--- src/csr_pkg.sv ---
/*
  Constants, types and shared functions of the cascade stage regulator.
  Assumes one 100 MHz control clock; temperatures in signed 0.1 K units.
*/
package csr_pkg;
  localparam int CLK_HZ       = 100_000_000;
  localparam int BAUD         = 9600;
  localparam int BIT_CYC_DEF  = CLK_HZ / BAUD;
  localparam int GAP_BITS     = 39; // 3.5 chars of 11 bits, rounded up
  localparam int TICK_MS      = 1000;
  localparam int TICK_CYC_DEF = CLK_HZ / 1000 * TICK_MS;
  localparam int NCAT      = 2;
  localparam int NSTG      = 10;
  localparam int NBAND     = 4;
  localparam int NLOG      = 4;
  localparam int STG_MIN   = 1;
  localparam int STG_MAX   = 10;
  // Writable word map
  localparam int C_SETPT   = 0;
  localparam int C_BAND    = 1;
  localparam int C_RUN     = 2;
  localparam int C_MODE    = 3;
  localparam int C_SRC     = 4;
  localparam int C_CAT     = 5;
  localparam int C_STRIDE  = 7;
  localparam int K_STG     = 0;
  localparam int K_PRIO    = 1;
  localparam int K_PWR     = 2;
  localparam int K_INHT    = 3;
  localparam int K_ENI     = 4;
  localparam int K_INHI    = 5;
  localparam int K_MINON   = 6;
  localparam int C_TB      = 20;
  localparam int TB_STRIDE = 4;
  localparam int TB_START  = 0;
  localparam int TB_END    = 1;
  localparam int TB_SP     = 2;
  localparam int TB_EN     = 3;
  localparam int NCFG      = 36;
  localparam logic [15:0] SETPT_RST = 16'h01C2;
  localparam logic [15:0] BAND_RST  = 16'h0014; // 2.0 degC
  localparam logic [15:0] RUN_RST   = 16'h0001;
  localparam logic [15:0] STG_RST   = 16'h0001;
  localparam logic [15:0] INHT_RST  = 16'h003C;
  localparam logic [15:0] ENI_RST   = 16'h0258;
  localparam logic [15:0] INHI_RST  = 16'h0258;
  localparam logic [15:0] MINON_RST = 16'h0078;
  // Read-only status words
  localparam logic [15:0] ST_BASE = 16'h0100;
  localparam int ST_N    = 12;
  localparam int ST_SUP  = 0;
  localparam int ST_RET  = 1;
  localparam int ST_REG  = 2;
  localparam int ST_UNL  = 3;
  localparam int ST_STG0 = 4;
  localparam int ST_STG1 = 5;
  localparam int ST_ALM  = 6;
  localparam int ST_ACNT = 7;
  localparam int ST_LOG  = 8;
  // Serial slave
  localparam logic [7:0]  SLAVE_ADDR_DEF = 8'h01;
  localparam logic [7:0]  FN_RD    = 8'h03;
  localparam logic [7:0]  FN_WR    = 8'h06;
  localparam logic [7:0]  FN_EXC   = 8'h80;
  localparam logic [7:0]  EX_FN    = 8'h01;
  localparam logic [7:0]  EX_ADR   = 8'h02;
  localparam logic [7:0]  EX_VAL   = 8'h03;
  localparam int          MAX_QTY  = 8;
  localparam int          REQ_LEN  = 8;
  localparam int          ECHO_LEN = 6;
  localparam int          EXC_LEN  = 3;
  localparam int          RD_HDR   = 3;
  localparam logic [15:0] CRC_INIT = 16'hFFFF;
  localparam logic [15:0] CRC_POLY = 16'hA001;

  typedef enum logic [1:0] {
    MODE_OFF  = 2'b00,
    MODE_HEAT = 2'b01,
    MODE_COOL = 2'b10
  } csr_mode_t;

  typedef enum logic {
    MB_RX = 1'b0,
    MB_TX = 1'b1
  } csr_mb_t;

  typedef struct packed {
    logic [15:0] supply;
    logic [15:0] ret;
  } csr_temps_t;

  function automatic logic [15:0] crc_byte(input logic [15:0] c,
                                           input logic [7:0]  b);
    logic [15:0] r;
    r = c ^ {8'h00, b};
    for (int k = 0; k < 8; k++) begin
      r = r[0] ? ((r >> 1) ^ CRC_POLY) : (r >> 1);
    end
    return r;
  endfunction
endpackage

--- src/csr_regulator.sv ---
/*
  Cascade stage regulator: mode selector, alarm contact, staged
  on/off regulation with energy integrals, and a serial RTU slave.
  Assumes synchronous inputs and a half-duplex driver on the line.
*/
// Contract
// - Selector W heats, Y cools, 0 off
// - Alarm closes normally-open contact side
// - Alarm opens normally-closed contact side
// - Regulate within band, default 2 degC
// - Select supply or return as regulated
// - Four daily bands with own set-point
// - Category power and switch-on priority (power word K_PWR is stored but never used)
// - Stage count accepted only 1 to 10
// - Inhibition time after stage change
// - Stage stays on minimum on-time
// - First stage of top category never locked
// - Locked off, unlocked on except last
// - Last stage follows band edges
// - Shortage reaching enabling integral unlocks stage
// - Excess reaching inhibition integral locks stage
// - Slave only; master starts every transaction
// - Master reads data, states, alarms, log
// - Master writes on/off, mode, set-points, bands
module csr_regulator import csr_pkg::*; #(
  parameter int         BIT_CYC    = BIT_CYC_DEF,
  parameter int         TICK_CYC   = TICK_CYC_DEF,
  parameter logic [7:0] SLAVE_ADDR = SLAVE_ADDR_DEF
) (
  input  wire logic                 clk_sys_in,
  input  wire logic                 rst_n_in,
  input  wire csr_temps_t           temps_in,
  input  wire logic [1:0]           selector_in,
  input  wire logic [10:0]          time_of_day_in,
  input  wire logic [NCAT*NSTG-1:0] unit_alarm_in,
  input  wire logic                 water_alarm_in,
  input  wire logic                 modbus_rx_in,
  output logic                      modbus_tx_out,
  output logic                      modbus_de_out,
  output logic [NCAT*NSTG-1:0]      stage_on_out,
  output logic                      heat_out,
  output logic                      cool_out,
  output logic                      alarm_no_out,
  output logic                      alarm_nc_out
);
  logic [15:0]        cfg_reg [NCFG];
  logic [15:0]        cat_p   [NCAT][C_STRIDE];
  logic [15:0]        alog_reg [NLOG];
  logic [15:0]        acnt_reg;
  logic               alarm_reg;
  csr_mode_t          mode;
  logic signed [15:0] act_sp;
  logic signed [15:0] reg_t;
  logic signed [16:0] dev;
  logic signed [16:0] half;
  logic [4:0]         stg [NCAT];
  logic               pc;
  logic               lcat;
  logic               ncat;
  logic [4:0]         n_first;
  logic [4:0]         total;
  logic [4:0]         unl_reg;
  logic               last_on_reg;
  logic [15:0]        since_reg;
  logic [15:0]        on_time_reg;
  logic [31:0]        short_reg;
  logic [31:0]        exc_reg;
  logic [26:0]        tick_cnt_reg;
  logic               tick;
  logic [NCAT*NSTG-1:0] stage_next;

  // Category parameters
  always_comb begin
    for (int c = 0; c < NCAT; c++) begin
      for (int k = 0; k < C_STRIDE; k++) begin
        cat_p[c][k] = cfg_reg[C_CAT + c * C_STRIDE + k];
      end
      stg[c] = cat_p[c][K_STG][4:0];
    end
  end

  // Band set-point; a later band wins an overlap
  always_comb begin
    act_sp = cfg_reg[C_SETPT];
    for (int b = 0; b < NBAND; b++) begin
      if (cfg_reg[C_TB + b * TB_STRIDE + TB_EN][0] &&
          {5'h00, time_of_day_in} >=
            cfg_reg[C_TB + b * TB_STRIDE + TB_START] &&
          {5'h00, time_of_day_in} <
            cfg_reg[C_TB + b * TB_STRIDE + TB_END]) begin
        act_sp = cfg_reg[C_TB + b * TB_STRIDE + TB_SP];
      end
    end
  end

  // Selector first; remote run and changeover act inside it
  always_comb begin
    if (selector_in == MODE_OFF || !cfg_reg[C_RUN][0]) begin
      mode = MODE_OFF;
    end else if (cfg_reg[C_MODE][1:0] == MODE_HEAT) begin
      mode = MODE_HEAT;
    end else if (cfg_reg[C_MODE][1:0] == MODE_COOL) begin
      mode = MODE_COOL;
    end else if (selector_in == MODE_COOL) begin
      mode = MODE_COOL;
    end else begin
      mode = MODE_HEAT;
    end
  end

  assign reg_t = cfg_reg[C_SRC][0] ? temps_in.ret
                                   : temps_in.supply;
  // Positive deviation is always a shortage
  assign dev  = (mode == MODE_COOL) ? (17'(reg_t) - 17'(act_sp))
                                    : (17'(act_sp) - 17'(reg_t));
  assign half = 17'(cfg_reg[C_BAND] >> 1);

  // Lower priority value runs first
  assign pc      = cat_p[1][K_PRIO] < cat_p[0][K_PRIO];
  assign n_first = stg[pc];
  assign total   = stg[0] + stg[1];
  assign lcat    = (unl_reg - 5'd1 < n_first) ? pc : ~pc;
  assign ncat    = (unl_reg < n_first) ? pc : ~pc;
  assign tick    = tick_cnt_reg == 27'(TICK_CYC - 1);

  genvar gc, gi;
  generate
    for (gc = 0; gc < NCAT; gc++) begin : g_cat
      for (gi = 0; gi < NSTG; gi++) begin : g_stg
        logic [4:0] pos;
        assign pos = (pc == gc) ? 5'(gi) : n_first + 5'(gi);
        assign stage_next[gc * NSTG + gi] = (5'(gi) < stg[gc]) &&
          ((pos + 5'd1 < unl_reg) ||
           (pos + 5'd1 == unl_reg && last_on_reg));
      end
    end
  endgenerate

  always_ff @(posedge clk_sys_in or negedge rst_n_in) begin
    if (!rst_n_in) begin
      tick_cnt_reg <= '0;
    end else begin
      tick_cnt_reg <= tick ? '0 : tick_cnt_reg + 27'd1;
    end
  end

  always_ff @(posedge clk_sys_in or negedge rst_n_in) begin
    if (!rst_n_in) begin
      stage_on_out <= '0;
      heat_out     <= 1'b0;
      cool_out     <= 1'b0;
    end else begin
      stage_on_out <= (mode == MODE_OFF) ? '0 : stage_next;
      heat_out     <= mode == MODE_HEAT;
      cool_out     <= mode == MODE_COOL;
    end
  end

  // Cascade: unlock beats lock beats band switching
  always_ff @(posedge clk_sys_in or negedge rst_n_in) begin
    if (!rst_n_in) begin
      unl_reg     <= 5'd1;
      last_on_reg <= 1'b0;
      since_reg   <= '0;
      on_time_reg <= '0;
      short_reg   <= '0;
      exc_reg     <= '0;
    end else if (mode == MODE_OFF || unl_reg > total) begin
      unl_reg     <= 5'd1;
      last_on_reg <= 1'b0;
      since_reg   <= '0;
      short_reg   <= '0;
      exc_reg     <= '0;
    end else if (unl_reg < total &&
                 short_reg >= {16'h0000, cat_p[ncat][K_ENI]}) begin
      unl_reg     <= unl_reg + 5'd1;
      last_on_reg <= 1'b1;
      since_reg   <= '0;
      on_time_reg <= '0;
      short_reg   <= '0;
      exc_reg     <= '0;
    end else if (unl_reg > 5'd1 &&
                 exc_reg >= {16'h0000, cat_p[lcat][K_INHI]} &&
                 on_time_reg >= cat_p[lcat][K_MINON]) begin
      unl_reg     <= unl_reg - 5'd1;
      last_on_reg <= 1'b0;
      since_reg   <= '0;
      short_reg   <= '0;
      exc_reg     <= '0;
    end else if (!last_on_reg && dev > half) begin
      last_on_reg <= 1'b1;
      since_reg   <= '0;
      on_time_reg <= '0;
    end else if (last_on_reg && dev < -half &&
                 on_time_reg >= cat_p[lcat][K_MINON]) begin
      last_on_reg <= 1'b0;
      since_reg   <= '0;
    end else if (tick) begin
      if (since_reg != 16'hFFFF) begin
        since_reg <= since_reg + 16'd1;
      end
      if (on_time_reg != 16'hFFFF) begin
        on_time_reg <= on_time_reg + 16'd1;
      end
      // Integrals wait for the stage to settle
      if (since_reg >= cat_p[lcat][K_INHT]) begin
        if (dev > 0) begin
          short_reg <= short_reg + 32'(dev);
        end else if (dev < 0) begin
          exc_reg   <= exc_reg + 32'(-dev);
        end
      end
    end
  end

  // Alarm contact and event log
  logic alarm_now;
  assign alarm_now = (|unit_alarm_in) || water_alarm_in;

  always_ff @(posedge clk_sys_in or negedge rst_n_in) begin
    if (!rst_n_in) begin
      alarm_reg    <= 1'b0;
      alarm_no_out <= 1'b0;
      alarm_nc_out <= 1'b1;
      acnt_reg     <= '0;
      for (int i = 0; i < NLOG; i++) begin
        alog_reg[i] <= '0;
      end
    end else begin
      alarm_reg    <= alarm_now;
      alarm_no_out <= alarm_now;
      alarm_nc_out <= !alarm_now;
      // Log holds only the low unit bits, to fit one word
      if (alarm_now && !alarm_reg) begin
        acnt_reg    <= acnt_reg + 16'd1;
        alog_reg[0] <= {water_alarm_in, unit_alarm_in[14:0]};
        for (int i = 1; i < NLOG; i++) begin
          alog_reg[i] <= alog_reg[i - 1];
        end
      end
    end
  end

  // Serial receiver
  csr_mb_t     st_reg;
  logic        rx_busy_reg;
  logic [15:0] rx_cnt_reg;
  logic [3:0]  rx_bit_reg;
  logic [7:0]  rx_sh_reg;
  logic        rx_vld;
  logic [19:0] gap_reg;
  logic        fe;
  logic [7:0]  rx_buf [REQ_LEN];
  logic [3:0]  rx_len_reg;
  logic [15:0] rx_crc_reg;

  assign rx_vld = rx_busy_reg && rx_cnt_reg == '0 &&
                  rx_bit_reg == 4'd9 && modbus_rx_in;
  assign fe     = gap_reg == 20'(GAP_BITS * BIT_CYC) &&
                  rx_len_reg != '0;

  always_ff @(posedge clk_sys_in or negedge rst_n_in) begin
    if (!rst_n_in) begin
      rx_busy_reg <= 1'b0;
      rx_cnt_reg  <= '0;
      rx_bit_reg  <= '0;
      rx_sh_reg   <= '0;
    end else if (!rx_busy_reg) begin
      // Own replies are not heard: line is half duplex
      if (!modbus_rx_in && st_reg == MB_RX) begin
        rx_busy_reg <= 1'b1;
        rx_cnt_reg  <= 16'(BIT_CYC / 2);
        rx_bit_reg  <= '0;
      end
    end else if (rx_cnt_reg == '0) begin
      rx_cnt_reg <= 16'(BIT_CYC - 1);
      rx_bit_reg <= rx_bit_reg + 4'd1;
      if ((rx_bit_reg == '0 && modbus_rx_in) ||
          rx_bit_reg == 4'd9) begin
        rx_busy_reg <= 1'b0;
      end
      if (rx_bit_reg != '0 && rx_bit_reg != 4'd9) begin
        rx_sh_reg <= {modbus_rx_in, rx_sh_reg[7:1]};
      end
    end else begin
      rx_cnt_reg <= rx_cnt_reg - 16'd1;
    end
  end

  // Frame ends after 3.5 silent characters
  always_ff @(posedge clk_sys_in or negedge rst_n_in) begin
    if (!rst_n_in) begin
      gap_reg    <= '0;
      rx_len_reg <= '0;
      rx_crc_reg <= CRC_INIT;
      for (int i = 0; i < REQ_LEN; i++) begin
        rx_buf[i] <= '0;
      end
    end else begin
      if (rx_busy_reg || !modbus_rx_in) begin
        gap_reg <= '0;
      end else if (gap_reg != 20'(GAP_BITS * BIT_CYC)) begin
        gap_reg <= gap_reg + 20'd1;
      end
      if (fe) begin
        rx_len_reg <= '0;
        rx_crc_reg <= CRC_INIT;
      end else if (rx_vld) begin
        if (rx_len_reg < 4'(REQ_LEN)) begin
          rx_buf[rx_len_reg[2:0]] <= rx_sh_reg;
        end
        if (rx_len_reg != 4'hF) begin
          rx_len_reg <= rx_len_reg + 4'd1;
        end
        rx_crc_reg <= crc_byte(rx_crc_reg, rx_sh_reg);
      end
    end
  end

  // Request decode
  function automatic logic is_stg(input logic [15:0] a);
    return a >= 16'(C_CAT) && a < 16'(C_CAT + NCAT * C_STRIDE) &&
           (a - 16'(C_CAT)) % 16'(C_STRIDE) == 16'(K_STG);
  endfunction

  // Reset value of each writable word; bands start disabled
  function automatic logic [15:0] cfg_rst(input int i);
    logic [15:0] v;
    int          k;
    v = '0;
    k = (i - C_CAT) % C_STRIDE;
    if (i == C_SETPT) begin
      v = SETPT_RST;
    end else if (i == C_BAND) begin
      v = BAND_RST;
    end else if (i == C_RUN) begin
      v = RUN_RST;
    end else if (i >= C_CAT && i < C_CAT + NCAT * C_STRIDE) begin
      case (k)
        K_STG:   v = STG_RST;
        K_INHT:  v = INHT_RST;
        K_ENI:   v = ENI_RST;
        K_INHI:  v = INHI_RST;
        K_MINON: v = MINON_RST;
        default: v = '0;
      endcase
    end
    return v;
  endfunction

  logic [15:0] m_adr;
  logic [15:0] m_val;
  logic        ok_frame;
  logic [7:0]  r_ex;
  logic [4:0]  r_len;
  logic        wr_en;
  logic [16:0] m_end;

  assign m_adr    = {rx_buf[2], rx_buf[3]};
  assign m_val    = {rx_buf[4], rx_buf[5]};
  assign m_end    = {1'b0, m_adr} + {1'b0, m_val};
  assign ok_frame = rx_len_reg == 4'(REQ_LEN) &&
                    rx_crc_reg == '0 &&
                    rx_buf[0] == SLAVE_ADDR;

  always_comb begin
    r_ex  = '0;
    r_len = 5'(ECHO_LEN);
    wr_en = 1'b0;
    if (rx_buf[1] == FN_RD) begin
      if (m_val == '0 || m_val > 16'(MAX_QTY)) begin
        r_ex = EX_VAL;
      end else if (m_end <= 17'(NCFG) ||
                   (m_adr >= ST_BASE &&
                    m_end <= 17'(ST_BASE) + 17'(ST_N))) begin
        r_len = 5'(RD_HDR) + 5'(m_val << 1);
      end else begin
        r_ex = EX_ADR;
      end
    end else if (rx_buf[1] == FN_WR) begin
      if (m_adr >= 16'(NCFG)) begin
        r_ex = EX_ADR;
      end else if (is_stg(m_adr) && (m_val < 16'(STG_MIN) ||
                                     m_val > 16'(STG_MAX))) begin
        r_ex = EX_VAL;
      end else begin
        wr_en = fe && ok_frame;
      end
    end else begin
      r_ex = EX_FN;
    end
    if (r_ex != '0) begin
      r_len = 5'(EXC_LEN);
    end
  end

  always_ff @(posedge clk_sys_in or negedge rst_n_in) begin
    if (!rst_n_in) begin
      for (int i = 0; i < NCFG; i++) begin
        cfg_reg[i] <= cfg_rst(i);
      end
    end else if (wr_en) begin
      cfg_reg[m_adr[5:0]] <= m_val;
    end
  end

  // Reply generation
  logic [4:0]  tx_len_reg;
  logic [4:0]  tx_idx_reg;
  logic [7:0]  tx_ex_reg;
  logic [7:0]  tx_fn_reg;
  logic [15:0] tx_adr_reg;
  logic [15:0] tx_crc_reg;
  logic [9:0]  tx_sh_reg;
  logic [3:0]  tx_bits_reg;
  logic [15:0] tx_cnt_reg;
  logic [15:0] rd_adr;
  logic [15:0] rd_word;
  logic [7:0]  gen;

  assign rd_adr = tx_adr_reg + 16'((tx_idx_reg - 5'(RD_HDR)) >> 1);

  always_comb begin
    rd_word = '0;
    if (rd_adr < ST_BASE) begin
      rd_word = cfg_reg[rd_adr[5:0]];
    end else begin
      case (rd_adr - ST_BASE)
        16'(ST_SUP):  rd_word = temps_in.supply;
        16'(ST_RET):  rd_word = temps_in.ret;
        16'(ST_REG):  rd_word = reg_t;
        16'(ST_UNL):  rd_word = {11'h000, unl_reg};
        16'(ST_STG0): rd_word = {6'h00, stage_on_out[NSTG-1:0]};
        16'(ST_STG1): rd_word = {6'h00, stage_on_out[2*NSTG-1:NSTG]};
        16'(ST_ALM):  rd_word = {water_alarm_in, unit_alarm_in[14:0]};
        16'(ST_ACNT): rd_word = acnt_reg;
        default: begin
          if (rd_adr - ST_BASE < 16'(ST_N)) begin
            rd_word = alog_reg[2'(rd_adr - ST_BASE - 16'(ST_LOG))];
          end
        end
      endcase
    end
  end

  always_comb begin
    if (tx_idx_reg == 5'd0) begin
      gen = SLAVE_ADDR;
    end else if (tx_idx_reg == 5'd1) begin
      gen = (tx_ex_reg != '0) ? (tx_fn_reg | FN_EXC) : tx_fn_reg;
    end else if (tx_ex_reg != '0) begin
      gen = tx_ex_reg;
    end else if (tx_fn_reg == FN_WR) begin
      gen = rx_buf[tx_idx_reg[2:0]];
    end else if (tx_idx_reg == 5'd2) begin
      gen = 8'(tx_len_reg - 5'(RD_HDR));
    end else begin
      gen = tx_idx_reg[0] ? rd_word[15:8] : rd_word[7:0];
    end
  end

  // Answers only a frame addressed to it and intact
  always_ff @(posedge clk_sys_in or negedge rst_n_in) begin
    if (!rst_n_in) begin
      st_reg      <= MB_RX;
      tx_len_reg  <= '0;
      tx_idx_reg  <= '0;
      tx_ex_reg   <= '0;
      tx_fn_reg   <= '0;
      tx_adr_reg  <= '0;
      tx_crc_reg  <= CRC_INIT;
      tx_sh_reg   <= '1;
      tx_bits_reg <= '0;
      tx_cnt_reg  <= '0;
    end else begin
      case (st_reg)
        MB_RX: begin
          if (fe && ok_frame) begin
            st_reg      <= MB_TX;
            tx_len_reg  <= r_len;
            tx_ex_reg   <= r_ex;
            tx_fn_reg   <= rx_buf[1];
            tx_adr_reg  <= m_adr;
            tx_idx_reg  <= '0;
            tx_crc_reg  <= CRC_INIT;
            tx_bits_reg <= '0;
          end
        end
        MB_TX: begin
          if (tx_bits_reg == '0) begin
            tx_bits_reg <= 4'd10;
            tx_cnt_reg  <= 16'(BIT_CYC - 1);
            tx_idx_reg  <= tx_idx_reg + 5'd1;
            if (tx_idx_reg < tx_len_reg) begin
              tx_sh_reg  <= {1'b1, gen, 1'b0};
              tx_crc_reg <= crc_byte(tx_crc_reg, gen);
            end else if (tx_idx_reg == tx_len_reg) begin
              tx_sh_reg  <= {1'b1, tx_crc_reg[7:0], 1'b0};
            end else if (tx_idx_reg == tx_len_reg + 5'd1) begin
              tx_sh_reg  <= {1'b1, tx_crc_reg[15:8], 1'b0};
            end else begin
              st_reg      <= MB_RX;
              tx_bits_reg <= '0;
            end
          end else if (tx_cnt_reg == '0) begin
            tx_cnt_reg  <= 16'(BIT_CYC - 1);
            tx_sh_reg   <= {1'b1, tx_sh_reg[9:1]};
            tx_bits_reg <= tx_bits_reg - 4'd1;
          end else begin
            tx_cnt_reg <= tx_cnt_reg - 16'd1;
          end
        end
        default: st_reg <= MB_RX;
      endcase
    end
  end

  assign modbus_tx_out = tx_sh_reg[0];
  assign modbus_de_out = st_reg == MB_TX;
endmodule // csr_regulator

--- config.mk ---
export PLATFORM = sky130hd
export DESIGN_NAME = csr_regulator
export DESIGN_NICKNAME = d
export VERILOG_FILES = /design/src/csr_pkg.sv /design/src/csr_regulator.sv
export SDC_FILE = /design/constraint.sdc
export NUM_CORES = 2
export LEC_CHECK = 0
export BUFFER_PORTS_ARGS = -buffer_cell sky130_fd_sc_hd__buf_2
export CAP_MARGIN = 20
export CORE_MARGIN = 2
export CORE_UTILIZATION = 38
export CTS_CLUSTER_SIZE = 28
export DETAILED_ROUTE_END_ITERATION = 12
export PLACE_DENSITY = 0.62
export SETUP_SLACK_MARGIN = 0.2
export SLEW_MARGIN = 5
export SYNTH_ARGS = -nofsm -noshare
export SYNTH_HDL_FRONTEND = slang
export SYNTH_SLANG_ARGS = --single-unit
export TNS_END_PERCENT = 20
--- constraint.sdc ---
create_clock -name clk_sys_in -period 17.7 [get_ports clk_sys_in]
set_input_delay 1.77 -clock clk_sys_in [delete_from_list [all_inputs] [get_ports clk_sys_in]]
set_output_delay 1.77 -clock clk_sys_in [all_outputs]
set_load 0.05 [all_outputs]
Word level (Yosys, flattened, before mapping)
Index checks and enable logic that the tools add are counted.

Input port bits: 69. Output and inout port bits: 26. Logic and storage cells: 640. Bits in registers: 1031.

Reduce and logical (&&, ||, !) cells: 148. Bitwise operators: 30. $lt $le $gt $ge: 85. Mux-type cells: 180. Add/sub/neg operators: 58. Equality and inequality tests: 60. Divide/modulo/power cells: 1.

Operators with widths (number): 16-bit 2-to-1 mux (51); 576-bit bitwise mux (1); 32-bit 2-to-1 mux (17); 64-bit 2-to-1 mux (3); 5-bit 2-to-1 mux (32); 48-bit 2-to-1 mux (3); 16-bit case mux with 8 select lines (1); 5-bit by 1-bit adder with 5-bit output, second input constant (24); 5-bit < comparator (24); 5-bit == test (22); 16-bit binary-select mux with 6-bit select (1); 16-bit demux with 6-bit select (1); 16-bit zero test (6); 8-bit 2-to-1 mux (12); 1-bit logical AND (71); 32-bit adder (2); 64-bit bitwise mux (1); 16-bit by 3-bit == test with 1-bit output, second input constant (4); 11-bit by 16-bit greater-or-equal comparator with 1-bit output (4); 32-bit by 16-bit greater-or-equal comparator with 1-bit output (2); 11-bit by 16-bit < comparator with 1-bit output (4); 20-bit 2-to-1 mux (3); 2-bit inverter with 3-bit output (17); 10-bit 2-to-1 mux (5); other kinds (104) (251).

Depth between registers and ports, before layout
Depth in word-level cells: 37. Gate-level depth with buffers: 55. Gate-level depth less buffers: 52.

Least setup slack after synthesis
Ideal clock, no wire load.

Kind: in2reg. From: input time_of_day_in[1]. To: register exc_reg[31]. Data required time: 17.569 ns. Arrival: 10.676 ns. Path buffers: 1. Setup slack: 6.893 ns. Cell stages on the path: 48. Library setup time: 0.131 ns. Cells stage by stage: ha_1 > a21boi_0 > o21a_1 > o21ai_0 > nand2b_1 > a21oi_1 > nor2b_1 > o21ai_0 > nand2b_1 > a21oi_1 > nor2b_1 > o21ai_0 > nand2b_1 > a21oi_1 > nor3_1 > nor3_1 > clkbuf_1 > mux2i_1 > [12 not listed] > a31oi_1 > inv_1 > nor3_1 > a22oi_1 > xnor2_1 > inv_1 > ha_1 > and2_1 > o21ai_0 > inv_1 > o31a_1 > a21oi_1 > a21o_1 > o21ai_0 > o21a_1 > o21ai_0 > xor2_1 > nor2_1.

Cells in the longest elaborated chain, start to end: 20. Elaborated cells between the ends (all ways): 46. Those cells by class: add/sub (4); order compare (12); eq/ne (3); mux (14); reduce/logical (13).

Ends and longest elaborated chain: from (decl) (line csr_regulator.sv:34) `input wire logic [10:0] time_of_day_in,`; 11-bit by 16-bit greater-or-equal comparator with 1-bit output (line csr_regulator.sv:87) `{5'h00, time_of_day_in} >=`; 1-bit logical AND (line csr_regulator.sv:86) `if (cfg_reg[C_TB + b * TB_STRIDE + TB_EN][0] &&`; 1-bit logical AND (line csr_regulator.sv:88) `cfg_reg[C_TB + b * TB_STRIDE + TB_START] &&`; 16-bit 2-to-1 mux (3 in series) (line csr_regulator.sv:86); 16-bit 2-to-1 mux (*) (line csr_regulator.sv:86); 16-bit by 16-bit subtractor with 17-bit output (on tied branches) (line csr_regulator.sv:115, csr_regulator.sv:114); 17-bit 2-to-1 mux (*) (line csr_regulator.sv:114) `assign dev = (mode == MODE_COOL) ? (17'(reg_t) - 17'(act_sp))`; 17-bit negation with 32-bit output (line csr_regulator.sv:210) `exc_reg <= exc_reg + 32'(-dev);`; [2 not listed]; 32-bit 2-to-1 mux (line csr_regulator.sv:207) `if (dev > 0) begin`; 32-bit 2-to-1 mux (line csr_regulator.sv:206) `if (since_reg >= cat_p[lcat][K_INHT]) begin`; 32-bit 2-to-1 mux (line csr_regulator.sv:198) `end else if (tick) begin`; 32-bit 2-to-1 mux (line csr_regulator.sv:194) `end else if (last_on_reg && dev < -half &&`; 32-bit 2-to-1 mux (line csr_regulator.sv:190) `end else if (!last_on_reg && dev > half) begin`; 32-bit 2-to-1 mux (line csr_regulator.sv:182) `end else if (unl_reg > 5'd1 &&`; 32-bit 2-to-1 mux (line csr_regulator.sv:174) `end else if (unl_reg < total &&`; 32-bit 2-to-1 mux (line csr_regulator.sv:168) `end else if (mode == MODE_OFF || unl_reg > total) begin`; to (signal assigned) (line csr_regulator.sv:210); to (decl) (line csr_regulator.sv:67) `logic [31:0] exc_reg;`.

Every way passes the cells marked *; elsewhere a longest branch is shown, timed or not. The select of a mux whose other input is x is not followed. A chain may end at the register's enable or synchronous reset.

Final worst setup path
From: register cfg_reg, in the netlist cat_p[81]. To: register on_time_reg[7].

Cells in the longest elaborated chain, start to end: 16. Elaborated cells between the ends (all ways): 31. Those cells by class: order compare (6); eq/ne (2); mux (12); bitwise (4); reduce/logical (7).

Ends and longest elaborated chain: from (decl) (line csr_regulator.sv:46) `logic [15:0] cfg_reg [NCFG];`; from (signal, indexed assignment) (line csr_regulator.sv:400) `cfg_reg[i] <= cfg_rst(i);`; from (signal, indexed assignment) (line csr_regulator.sv:403) `cfg_reg[m_adr[5:0]] <= m_val;`; 16-bit < comparator (*) (line csr_regulator.sv:119) `assign pc = cat_p[1][K_PRIO] < cat_p[0][K_PRIO];`; 1-bit inverter with 2-bit output (implied by the code) (line csr_regulator.sv:120) `assign n_first = stg[pc];`; 5-bit 2-to-1 mux (implied by the code) (3 in series) (line csr_regulator.sv:120); 5-bit < comparator (line csr_regulator.sv:122) `assign lcat = (unl_reg - 5'd1 < n_first) ? pc : ~pc;`; 1-bit 2-to-1 mux (line csr_regulator.sv:122); 1-bit inverter with 2-bit output (implied by the code) (line csr_regulator.sv:183, csr_regulator.sv:184, csr_regulator.sv:195); 64-bit 2-to-1 mux (3 in series); 32-bit by 16-bit greater-or-equal comparator with 1-bit output (line csr_regulator.sv:183) `exc_reg >= {16'h0000, cat_p[lcat][K_INHI]} &&`; 1-bit logical AND (line csr_regulator.sv:182); 1-bit logical AND (line csr_regulator.sv:183); 2-bit inequality test (no line); 5-bit AND reduction (no line); to (signal assigned) (line csr_regulator.sv:203) `on_time_reg <= on_time_reg + 16'd1;`; to (decl) (line csr_regulator.sv:65) `logic [15:0] on_time_reg;`.

Marks and branches as above.

==> flow_summary.json <==
{
  "finalNonFillerCells": 8743,
  "startpoint_type": "register",
  "drtIter0Drc": 5204,
  "via_per_inst": 5.89,
  "globalplace.congestion": 0.975,
  "finalMaxSlewViolations": 0,
  "p_leak_nw": 33.3,
  "drtPass1Iterations": 6,
  "synth.distinct_cells": 99,
  "yosys_warnings": 0,
  "synth-seq-cells": 1024,
  "seq_area_frac_synth_pct": 39.0,
  "num_rows": 152,
  "htree_levels": 3,
  "fin_crit_ns": 12.22,
  "rsz0062_at_grt": "no",
  "drc": 0,
  "synth_area_leaders": "dfrtp_1, mux2_2, ha_1",
  "clock_latency_ns": 0.79,
  "avgSynthCellArea_um2": 10.4,
  "die_y_um": 421,
  "critPathKind": "reg -> reg",
  "cts.repair.resized": 0,
  "skew_ns": 0.0544,
  "fin_crit_sh_pct": 69.0,
  "cts_tree": "built",
  "cp-end-kind": "register",
  "drv_cap": 0,
  "grt_max_degree": 174,
  "dp_slack_ns": 5.59,
  "postSynthCellCount": 6358,
  "grt_pass1_vias": 49600,
  "cts_hold_buf": 0,
  "core-area_um2": 172000,
  "num-fill-cells": 16300,
  "crit_path_max_fanout": 47,
  "critPathMostFrequentCell": "a21o_1",
  "setup_tns_ns": 0,
  "portBuffers": 94,
  "synth_top_cell_by_area": "dfrtp_1",
  "wl_mm": 216,
  "synth_most_common_cell": "dfrtp_1",
  "die_w_um": 421,
  "ir_worst_vdd_mv": 0.0987,
  "synth_top_area_share_pct": 35.7,
  "ys.flop_type": "dfrtp_1",
  "dp_cells": 8512,
  "dieArea_um2": 177000,
  "largest_reg_flops": 352,
  "layout_setup_ws_ns": 5.48,
  "drtAntennaViolNets": 0,
  "ios": 95,
  "async_flop_share_pct": 100,
  "synth_fp_nets": 6890,
  "antenna_found_initial": 17,
  "drive_gt1_share_pct": 22.0,
  "start_util_pct": 38.3,
  "max_freq_ghz": 0.0818,
  "syn2layout_area_growth_pct": 10.7,
  "num-nets-final": 6857,
  "rrSetupSlack_ns": 5.48,
  "cp_slowest_stage_delay_ns": 0.84,
  "synth_edf_count": 0,
  "worstPathArrival_ns": 12.84,
  "cp_slowest_cell": "a211oi_2",
  "dp_hpwl_mm": 155,
  "status": "finished clean",
  "hold_viol_final": 0,
  "clkTransAtPathRegs_ns": 0.06,
  "cellPowerDensity_nw_per_um2": 69.1,
  "max_slew_margin_pct": 19.5,
  "wire_per_inst_um": 24.7,
  "vias": 51500,
  "grt_pass1_wl_mm": 322,
  "overflow": 0,
  "netlist_area_um2": 66000,
  "post_cts_buffers": 0,
  "setup_viol": 0,
  "synthTopCellsByCount": "dfrtp_1, mux2_2, nand2_1",
  "cts.sink_count": 1024,
  "cts_buffers": 111,
  "grt_usage_pct": 24.1,
  "worstMarginPinSlew_ns": 1.21,
  "hp-class": "reg -> reg",
  "crit_required_ns": 18.32,
  "clockRootBuffer": "clkbuf_16",
  "cts.path.max_buffers": 3
}
per-layer routing:
metal	vias to the layer above	wire, µm	GRT usage (%)
li1	23000	-	-
met1	26100	92000	32.9
met2	2000	96300	37.0
met3	424	17700	4.87
met4	6	9970	10.1
met5	-	173	0
cell usage in the layout, fill, tap and decap left out, drive strengths merged, types with 52 or more instances in the layout:
| cell type | n |
|---|---|
| nor2 | 419 |
| dfstp | 84 |
| inv | 308 |
| clkbuf | 171 |
| a21o | 127 |
| nand4 | 88 |
| xnor2 | 191 |
| a21oi | 254 |
| buf | 208 |
| nand2b | 66 |
| mux4 | 141 |
| nor2b | 68 |
| xor2 | 134 |
| nand2 | 524 |
| mux2 | 737 |
| dfrtp | 940 |
| mux2i | 200 |
| ha | 456 |
| nor4 | 56 |
| o21ai | 243 |
| nand3 | 123 |
| nor3 | 134 |
| a211oi | 52 |
power breakdown:
group | total (W) | leakage, nW | internal (W) | switching (W)
sequential | 0.00237 | 13.9 | 0.00236 | 0.0000140
clock | 0.00248 | 1.90 | 0.00142 | 0.00106
combinational | 0.000186 | 17.5 | 0.0000618 | 0.000125
worst paths after layout:
kind | depth (start not counted) | end | startpoint
min | 1 | tick_cnt_reg[0]$_DFF_PN0_ | tick_cnt_reg[0]$_DFF_PN0_
max reg2reg | 49 | on_time_reg[7]$_DFFE_PN0P_ | cat_p[81]$_DFFE_PN0P_
min reg2reg | 1 | tick_cnt_reg[0]$_DFF_PN0_ | tick_cnt_reg[0]$_DFF_PN0_
min in group asynchronous | 1 | gap_reg[15]$_DFFE_PN0P_ | rst_n_in
max in group asynchronous | 5 | since_reg[7]$_DFFE_PN0P_ | rst_n_in
max | 49 | on_time_reg[7]$_DFFE_PN0P_ | cat_p[81]$_DFFE_PN0P_
stage by stage:
step	util, %	power, W	hold slack (ns)	area (µm²)
6_report	42.4	0.00504	0.474	73000
5_1_grt	42.4	0.00520	0.491	73000
4_1_cts	42.3	0.00508	0.481	72900
3_5_place_dp	40.1	0.00260	0.465	69000
3_3_place_gp	40.1	0.00260	0.446	68900
2_1_floorplan	-	0.00250	0.425	66000
area by class of cell:
cell class | instances | area, µm² | share of cell area (%)
antenna | 10 | 25.0 | 0.0343
clock inverter | 41 | 613 | 0.840
timing repair buffer | 210 | 1490 | 2.05
inverter | 307 | 1150 | 1.58
tap | 2310 | 2890 | 3.96
sequential | 1024 | 25700 | 35.3
multi-input combinational | 4671 | 37800 | 51.8
clock buffer | 170 | 3260 | 4.46
kinds of logic (layout without fill, tap and decap cells):
kind of cell,after synthesis,after routing,synth area share (%)
simple gates,1699,1699,12.4
compound gates,1098,1098,10.9
mux,1078,1078,20.4
flops,1024,1024,39.0
buf+inv,663,728,3.85
fa+ha+maj,466,466,8.91
xor+xnor,330,330,4.49
other cells,0,10,0
critical path, delay by kind of cell, from the launching register on:
| family | cells | cell delay [ns] |
|---|---|---|
| buffers and inverters | 3 | 1.49 |
| DFF | 1 | 0.40 |
| AOI/OAI and AO/OA | 34 | 6.71 |
| adders and majority gates | 3 | 0.99 |
| muxes | 1 | 0.30 |
| and+or+nand+nor | 7 | 1.97 |
| xor gates and xnor gates | 1 | 0.17 |
Note: power is estimated with default switching activity, not from simulation.
